<file path="src/msc_pkg.sv">
// Package for the MAC security configuration block.
// Assumes 32-bit AXI4-Lite access and one clock domain.
package msc_pkg;

    // ****************************************************************
    // Register indices and address width
    // ****************************************************************
    localparam logic [15:0] SECURITY_CONTROL_IDX    = 16'h2193;
    localparam logic [15:0] TX_AUXILIARY_LENGTH_IDX = 16'h2194;
    localparam logic [15:0] RX_AUXILIARY_LENGTH_IDX = 16'h2195;
    localparam logic [15:0] STANDALONE_RUN_IDX      = 16'h218E;
    localparam int          ADDR_W                  = 18;

    // ****************************************************************
    // Field positions and reset values
    // ****************************************************************
    localparam int         STANDALONE_KEY_SELECT_BIT = 7;
    localparam int         TRANSMIT_KEY_SELECT_BIT   = 6;
    localparam int         RECEIVE_KEY_SELECT_BIT    = 5;
    localparam int         TAGLEN_LSB                = 2;
    localparam int         MODE_LSB                  = 0;
    localparam int         RUN_BIT                   = 0;
    localparam int         AUXLEN_W                  = 7;
    localparam logic [7:0] SEC_RESET                 = 8'h00;
    localparam logic [6:0] AUX_RESET                 = 7'h00;

    // AXI responses
    localparam logic [1:0] RESP_OKAY   = 2'h0;
    localparam logic [1:0] RESP_SLVERR = 2'h2;

    // Security modes
    typedef enum logic [1:0] {
        MODE_NONE    = 2'b00,
        MODE_CBC_MAC = 2'b01,
        MODE_CTR     = 2'b10,
        MODE_CCM     = 2'b11
    } msc_mode_e;

    // Per-direction region description for the engine
    typedef struct packed {
        logic       key_second;   // Second key selected
        logic [6:0] aux_length;   // Bytes before region of interest
        logic       auth_only;    // CCM: aux bytes authenticated only
        logic       cipher_on;    // CTR or CCM: encrypt or decrypt
        logic       auth_on;      // CBC-MAC or CCM: authenticate
    } msc_dir_cfg_s;

    // Full block state
    typedef struct packed {
        logic [7:0]  sec;
        logic [6:0]  tx_aux;
        logic [6:0]  rx_aux;
        logic        aw_full;
        logic [ADDR_W-1:0] aw_addr;
        logic        w_full;
        logic [31:0] w_data;
        logic [3:0]  w_strb;
        logic        bvalid;
        logic [1:0]  bresp;
        logic        rvalid;
        logic [31:0] rdata;
        logic [1:0]  rresp;
        logic        run_pulse;
        logic        run_key_second;
        msc_dir_cfg_s tx_cfg;
        msc_dir_cfg_s rx_cfg;
    } msc_state_s;

endpackage

</file>
<file path="src/msc_dir_decode.sv">
// Decodes the security mode into per-direction region controls.
// Assumes inputs come from registers on the same clock.
`timescale 1ns/10ps
module msc_dir_decode (
    // Configuration in
    input  wire logic       key_second,
    input  wire logic [1:0] mode,
    input  wire logic [6:0] aux_length,
    // Decoded controls
    output msc_pkg::msc_dir_cfg_s cfg
);

    // Meaning of the aux length per mode
    always_comb begin
        cfg            = '0;
        cfg.key_second = key_second;
        cfg.aux_length = aux_length;
        unique case (msc_pkg::msc_mode_e'(mode))
            msc_pkg::MODE_NONE: begin
                cfg.aux_length = 7'h00;
            end
            msc_pkg::MODE_CBC_MAC: begin
                cfg.auth_on = 1'b1;
            end
            msc_pkg::MODE_CTR: begin
                cfg.cipher_on = 1'b1;
            end
            msc_pkg::MODE_CCM: begin
                cfg.auth_on   = 1'b1;
                cfg.cipher_on = 1'b1;
                cfg.auth_only = 1'b1;
            end
        endcase
    end

endmodule

</file>
<file path="src/msc_security_config.sv">
// Security configuration registers of a packet MAC's AES engine.
// Assumes an AXI4-Lite master on aclk and an engine that reads the
// decoded controls every cycle.
`timescale 1ns/10ps

// Functional notes
// Standalone key select bit 7 picks the second key when set, the first when clear.
// Transmit key select bit 6 picks the key used during transmission the same way.
// Transmit aux length is seven bits 6:0, bit 7 reserved, reset zero.
// In CTR mode the aux length counts bytes from length byte to first ciphered byte.
// In CBC-MAC mode the aux length counts bytes from length byte to first authenticated byte.
// In CCM mode the transmit aux length counts bytes authenticated but not ciphered.
// Receive aux length is seven bits 6:0 with the same per-mode meaning, bit 7 reserved.
// In CCM mode the receive aux length counts bytes authenticated but not decrypted.
// Security mode bits 1:0 select none, CBC-MAC, CTR or CCM, reset zero.
// Writing one to the run bit starts a standalone run with the chosen key and self-clears.
module msc_security_config (
    // Clock and reset
    input  wire logic        aclk,
    input  wire logic        aresetn,
    // AXI4-Lite write address
    input  wire logic [31:0] s_axi_awaddr,
    input  wire logic        s_axi_awvalid,
    output logic             s_axi_awready,
    // AXI4-Lite write data
    input  wire logic [31:0] s_axi_wdata,
    input  wire logic [3:0]  s_axi_wstrb,
    input  wire logic        s_axi_wvalid,
    output logic             s_axi_wready,
    // AXI4-Lite write response
    output logic [1:0]       s_axi_bresp,
    output logic             s_axi_bvalid,
    input  wire logic        s_axi_bready,
    // AXI4-Lite read address
    input  wire logic [31:0] s_axi_araddr,
    input  wire logic        s_axi_arvalid,
    output logic             s_axi_arready,
    // AXI4-Lite read data
    output logic [31:0]      s_axi_rdata,
    output logic [1:0]       s_axi_rresp,
    output logic             s_axi_rvalid,
    input  wire logic        s_axi_rready,
    // Engine controls
    output logic [1:0]       security_mode_select,
    output logic [2:0]       auth_tag_length,
    output logic             receive_key_select,
    output logic             standalone_cipher_run,
    output logic             standalone_key_select,
    output msc_pkg::msc_dir_cfg_s tx_cfg,
    output msc_pkg::msc_dir_cfg_s rx_cfg
);

    // ****************************************************************
    // State
    // ****************************************************************
    msc_pkg::msc_state_s   state_reg;
    msc_pkg::msc_state_s   state_next;
    msc_pkg::msc_dir_cfg_s tx_dec;
    msc_pkg::msc_dir_cfg_s rx_dec;

    // ****************************************************************
    // Register byte addresses
    // ****************************************************************
    // Indices count 32-bit words, so each index is shifted up by two bits to a byte address
    // Upper address bits are ignored, so the map repeats above them
    localparam logic [msc_pkg::ADDR_W-1:0] SEC_ADDR =
        {msc_pkg::SECURITY_CONTROL_IDX, 2'b00};
    localparam logic [msc_pkg::ADDR_W-1:0] TXAUX_ADDR =
        {msc_pkg::TX_AUXILIARY_LENGTH_IDX, 2'b00};
    localparam logic [msc_pkg::ADDR_W-1:0] RXAUX_ADDR =
        {msc_pkg::RX_AUXILIARY_LENGTH_IDX, 2'b00};
    localparam logic [msc_pkg::ADDR_W-1:0] RUN_ADDR =
        {msc_pkg::STANDALONE_RUN_IDX, 2'b00};

    // ****************************************************************
    // Mode decode per direction
    // ****************************************************************
    // Transmit side takes its key from bit 6
    msc_dir_decode u_tx_dec (
        .key_second (state_reg.sec[msc_pkg::TRANSMIT_KEY_SELECT_BIT]),
        .mode       (state_reg.sec[msc_pkg::MODE_LSB +: 2]),
        .aux_length (state_reg.tx_aux),
        .cfg        (tx_dec)
    );

    // Receive side takes its key from bit 5
    msc_dir_decode u_rx_dec (
        .key_second (state_reg.sec[msc_pkg::RECEIVE_KEY_SELECT_BIT]),
        .mode       (state_reg.sec[msc_pkg::MODE_LSB +: 2]),
        .aux_length (state_reg.rx_aux),
        .cfg        (rx_dec)
    );

    // ****************************************************************
    // Next-state logic
    // ****************************************************************
    // Handshake qualifiers for this cycle
    logic                      do_write;
    logic                      rd_take;
    logic [msc_pkg::ADDR_W-1:0] rd_addr;

    // Hold all state; the run pulse lasts one cycle only
    always_comb begin
        state_next           = state_reg;
        state_next.run_pulse = 1'b0;
        do_write = state_reg.aw_full && state_reg.w_full && !state_reg.bvalid;
        rd_take  = s_axi_arvalid && !state_reg.rvalid;
        rd_addr  = {s_axi_araddr[msc_pkg::ADDR_W-1:2], 2'b00};

        // Capture address and data in either order
        if (s_axi_awvalid && !state_reg.aw_full) begin
            state_next.aw_full = 1'b1;
            state_next.aw_addr = {s_axi_awaddr[msc_pkg::ADDR_W-1:2], 2'b00};
        end
        if (s_axi_wvalid && !state_reg.w_full) begin
            state_next.w_full = 1'b1;
            state_next.w_data = s_axi_wdata;
            state_next.w_strb = s_axi_wstrb;
        end

        // Register write once both halves are held
        if (do_write) begin
            state_next.aw_full = 1'b0;
            state_next.w_full  = 1'b0;
            state_next.bvalid  = 1'b1;
            state_next.bresp   = msc_pkg::RESP_OKAY;
            // Only the low byte lane carries register data
            if (state_reg.aw_addr == SEC_ADDR) begin
                if (state_reg.w_strb[0]) begin
                    state_next.sec = state_reg.w_data[7:0];
                end
            end else if (state_reg.aw_addr == TXAUX_ADDR) begin
                if (state_reg.w_strb[0]) begin
                    state_next.tx_aux = state_reg.w_data[6:0];
                end
            end else if (state_reg.aw_addr == RXAUX_ADDR) begin
                if (state_reg.w_strb[0]) begin
                    state_next.rx_aux = state_reg.w_data[6:0];
                end
            end else if (state_reg.aw_addr == RUN_ADDR) begin
                if (state_reg.w_strb[0] && state_reg.w_data[msc_pkg::RUN_BIT]) begin
                    state_next.run_pulse      = 1'b1;
                    // Key frozen with the pulse; a later bit 7 write cannot alter it
                    state_next.run_key_second =
                        state_reg.sec[msc_pkg::STANDALONE_KEY_SELECT_BIT];
                end
            end else begin
                state_next.bresp = msc_pkg::RESP_SLVERR;
            end
        end

        // Response leaves once the master takes it
        if (state_reg.bvalid && s_axi_bready) begin
            state_next.bvalid = 1'b0;
        end

        // Read decode; run register reads as zero
        if (rd_take) begin
            state_next.rvalid = 1'b1;
            state_next.rresp  = msc_pkg::RESP_OKAY;
            state_next.rdata  = 32'h0000_0000;
            // Unused and reserved bits stay zero
            if (rd_addr == SEC_ADDR) begin
                state_next.rdata[7:0] = state_reg.sec;
            end else if (rd_addr == TXAUX_ADDR) begin
                state_next.rdata[6:0] = state_reg.tx_aux;
            end else if (rd_addr == RXAUX_ADDR) begin
                state_next.rdata[6:0] = state_reg.rx_aux;
            end else if (rd_addr != RUN_ADDR) begin
                state_next.rresp = msc_pkg::RESP_SLVERR;
            end
        end else if (state_reg.rvalid && s_axi_rready) begin
            state_next.rvalid = 1'b0;
        end

        // Registered engine controls
        state_next.tx_cfg = tx_dec;
        state_next.rx_cfg = rx_dec;
    end

    // ****************************************************************
    // State register
    // ****************************************************************
    // Synchronous reset to the power-on values
    always_ff @(posedge aclk) begin
        if (!aresetn) begin
            state_reg        <= '0;
            state_reg.sec    <= msc_pkg::SEC_RESET;
            state_reg.tx_aux <= msc_pkg::AUX_RESET;
            state_reg.rx_aux <= msc_pkg::AUX_RESET;
        end else begin
            state_reg <= state_next;
        end
    end

    // ****************************************************************
    // Outputs straight from flip-flops
    // ****************************************************************
    // Write channel handshake
    assign s_axi_awready         = !state_reg.aw_full;
    assign s_axi_wready          = !state_reg.w_full;
    assign s_axi_bvalid          = state_reg.bvalid;
    assign s_axi_bresp           = state_reg.bresp;

    // Read channel handshake and data
    assign s_axi_arready         = !state_reg.rvalid;
    assign s_axi_rvalid          = state_reg.rvalid;
    assign s_axi_rdata           = state_reg.rdata;
    assign s_axi_rresp           = state_reg.rresp;

    // Security register fields
    assign security_mode_select  = state_reg.sec[msc_pkg::MODE_LSB +: 2];
    assign auth_tag_length       = state_reg.sec[msc_pkg::TAGLEN_LSB +: 3];
    assign receive_key_select    = state_reg.sec[msc_pkg::RECEIVE_KEY_SELECT_BIT];

    // Standalone run pulse and its key
    assign standalone_cipher_run = state_reg.run_pulse;
    assign standalone_key_select = state_reg.run_key_second;

    // Decoded per-direction controls
    assign tx_cfg                = state_reg.tx_cfg;
    assign rx_cfg                = state_reg.rx_cfg;

endmodule

</file>
<file path="config.mk">
export PLATFORM = sky130hd
export DESIGN_NAME = msc_security_config
export DESIGN_NICKNAME = d
export VERILOG_FILES = /design/src/msc_pkg.sv /design/src/msc_dir_decode.sv /design/src/msc_security_config.sv
export SDC_FILE = /design/constraint.sdc
export NUM_CORES = 1
export LEC_CHECK = 0
export ABC_CLOCK_PERIOD_IN_PS = 2900
export BUFFER_PORTS_ARGS = -buffer_cell sky130_fd_sc_hd__buf_2
export CAP_MARGIN = 40
export CORE_MARGIN = 2
export CORE_UTILIZATION = 45
export DETAILED_ROUTE_END_ITERATION = 8
export PLACE_DENSITY_LB_ADDON = 0.2
export SYNTH_ARGS = -nofsm -noshare
export SYNTH_HDL_FRONTEND = slang
export SYNTH_HIERARCHICAL = 1
export SYNTH_SLANG_ARGS = --single-unit
</file>
<file path="constraint.sdc">
create_clock -name aclk -period 2.9 [get_ports aclk]
set_input_delay 0.58 -clock aclk [delete_from_list [all_inputs] [get_ports aclk]]
set_output_delay 0.58 -clock aclk [all_outputs]
set_load 0.01 [all_outputs]
</file>
==> run_results.csv <==
group,metric,value,unit
place,dp_hpwl,5860,um
final_layout,largest_register_ffs,43,
pwr,worst_ir_drop_vdd,0.368,mV
detailed_routing,via_per_inst,5.05,
logic_synthesis,synth_xor_area_frac,0,
global_route,grt-ovfl-total,0,
place,gp_congestion,0.804,
detailed_routing,drt_wl_total,8150,um
logic_synthesis,netlist_area,3940,um^2
global_route,grtUsageMet3,0.0554,
global_route,grt_pass1_vias,2897,
logic_synthesis,async_flop_share,0,
floorplanning,start_util,0.458,
global_route,track_usage,0.175,
pwr,power.share.switching,0.260,
global_route,grt_pass1_wl,13600,um
timing,skew,0.0113,ns
final_layout,diodes,0,
clock_tree,post_cts_buffers,0,
floorplanning,io_pins,178,
floorplanning,core_area,8590,um^2
detailed_routing,first_iter_violations,187,
worst_setup_path,critPathArrivalTime,2.26,ns
place,dp_cells,599,
global_route,antenna_found_initial,0,
floorplanning,die_h,97.5,um
logic_synthesis,ys_ff_latch,85,
logic_synthesis,synth_compound_area_frac,0.140,
timing,fin_crit,2.04,ns
clock_tree,cts_root_buf,"clkbuf_8",
logic_synthesis,synth_ff_type,"dfxtp_1",
global_route,gr-usage-met1,0.223,
job,drv_cap,0,
floorplanning,dieArea,9510,um^2
global_route,grt_use_met2,0.289,
clock_tree,cts.reportedPaths.clkPinSlew,0.09,ns
clock_tree,cts_buffers,9,
logic_synthesis,yosys.cell_types.count,40,
logic_synthesis,yosysSeqAreaShare,0.432,
clock_tree,cts_tree,"yes",
timing,finalSetupTns,0,ns
pwr,leakagePower,1.75,nW
pwr,pwr-share-clk,0.357,
pwr,switching_power,562,uW
detailed_routing,vias,3107,
detailed_routing,final_antenna_net_count,0,
logic_synthesis,yosys.area.top_type,"dfxtp_1",
floorplanning,rows,34,
timing,finalHoldViolations,0,
timing,tightest_slew,0.736,ns
timing,drv_slew,0,
detailed_routing,firstDrtPassIters,5,
hold_path,hold_path.class,"input port to flip-flop",
detailed_routing,drt-wirelength-per-cell,13.3,um
final_layout,syn_to_final_growth,6.90,%
outcome,status,"finished, final reports clean",
worst_setup_path,cp-start-kind,"flip-flop",
detailed_routing,drc,0,
place,io_buffer_count,92,
final_layout,num-nets-final,609,
logic_synthesis,avgSynthCellArea,8.48,um^2
timing,slew_headroom,0.506,
logic_synthesis,synth.area.top_cells,"dfxtp_1, buf_4, a21oi_1",
clock_tree,htreeDepth,3,
logic_synthesis,yosysTopAreaCellShare,0.432,
clock_tree,cts-resized-gates,0,
timing,setup_ws,0.862,ns
clock_tree,cts.sinks,85,
timing,rsz0062_at_grt,"false",
global_route,grt_max_degree,53,
worst_setup_path,setup.worst_path.end_class,"flip-flop",
logic_synthesis,synth_mux_area_frac,0.0203,
worst_setup_path,crit_fanout,9,
worst_setup_path,reg2reg_depth,4,
logic_synthesis,netlist_top_cells_count,"dfxtp_1, buf_4, nand2_1, a21oi_1, nand3_1",
clock_tree,clock_latency,0.35,ns
final_layout,layout.cells.non_filler,615,
timing,clock.fmax,0.491,GHz
timing,fin_crit_sh,0.703,
global_route,top_usage_layer,"met2",
pwr,p_int,1.60,mW
logic_synthesis,synth_edf_count,0,
logic_synthesis,synthAdderAreaFrac,0,
worst_setup_path,cp_data_required_time,3.13,ns
logic_synthesis,synthSimpleGateAreaFrac,0.239,
logic_synthesis,postSynthCellCount,464,
logic_synthesis,synth_warnings,6,
pwr,p_seq_frac,0.564,
clock_tree,clk_path_buf_depth,2,
final_layout,drive_gt1_frac,0.237,
timing,setup_violations,0,
worst_setup_path,ff2ff_setup_slack,0.86,ns
pwr,p_per_area,513,nW/um^2
worst_setup_path,path_class,"flip-flop to flip-flop",
pwr,p_comb_frac,0.079,
logic_synthesis,synth_top_family_by_area,"simple AND/OR/NAND/NOR gates",
floorplanning,fp.dieW,97.5,um
place,pre_cts_ws,0.724,ns
clock_tree,ctsHoldBuffers,0,
hold_path,hold_depth,3,
logic_synthesis,yosysMostFrequentCell,"dfxtp_1",
-- metrics by stage --
step	utilization	power (mW)	area, um^2	hold slack [ns]
detailed placement	0.468	1.42	4020	0.443
global route	0.490	2.26	4210	0.443
finish	0.490	2.16	4210	0.454
CTS	0.490	2.18	4210	0.437
global placement	0.468	1.41	4020	0.446
floorplan	-	1.38	4030	0.432
-- final timing paths --
kind                                        from              to
worst min register to register     state_reg[73]   state_reg[73]
worst min-delay path            s_axi_awaddr[15]  state_reg[114]
worst max register to register    state_reg[108]  s_axi_bresp[1]
worst max-delay path              state_reg[108]  s_axi_bresp[1]
-- cell families after synthesis --
group,after synthesis
compound gates,97
simple gates,173
buf+inv,100
other cells,1
flops,85
mux,8
-- critical path: stages, from the launching register on --
cell and delay, ns:
dfxtp_1 0.35, nor4bb_1 0.63, nand4_1 0.50, o221ai_1 0.33, a21oi_1 0.10
-- power by group through the flow --
stage | Combinational, mW | Sequential [mW] | Clock [mW]
CTS | 0.172 | 1.22 | 0.793
detailed placement | 0.171 | 1.25 | 0
finish | 0.171 | 1.22 | 0.771
floorplan | 0.140 | 1.24 | 0
global route | 0.195 | 1.22 | 0.843
global placement | 0.168 | 1.24 | 0
-- layout by cell type, fill, tap and decap left out, types with 2 or more instances in the layout --
cell        instances
o21ai_0            22
nor2_1              7
nor4bb_1            3
nand3b_1            2
nor4b_1             3
o211ai_1            7
buf_2              92
a21oi_1            51
nand3_1            31
nor3_1              5
nand2_1            58
o21a_1             14
mux2i_1             8
inv_6               2
nor2b_1             4
clkbuf_8           10
nand4_1            12
clkinvlp_4          2
nand2b_1            6
inv_1               4
nand4b_1            2
and2_1             25
and3_1              4
dfxtp_1            85
buf_4               5
conb_1             26
or3_1               2
-- routing by layer --
layer,part of all wire,vias to the layer above,wire [um]
met2,0.48,110,3920
met4,0.0034,0,28
met5,0,-,0
li1,-,1572,-
met3,0.065,2,526
met1,0.45,1423,3680
-- layout make-up --
class	count	area (um^2)
Clock inverter	6	46.3
Multi-Input combinational cell	304	1670
Sequential cell	85	1700
Clock buffer	10	138
Inverter	5	18.8
Timing Repair Buffer	97	498
Fill cell	886	4390
Tap cell	108	135
Note: power is estimated with default switching activity, not from simulation.
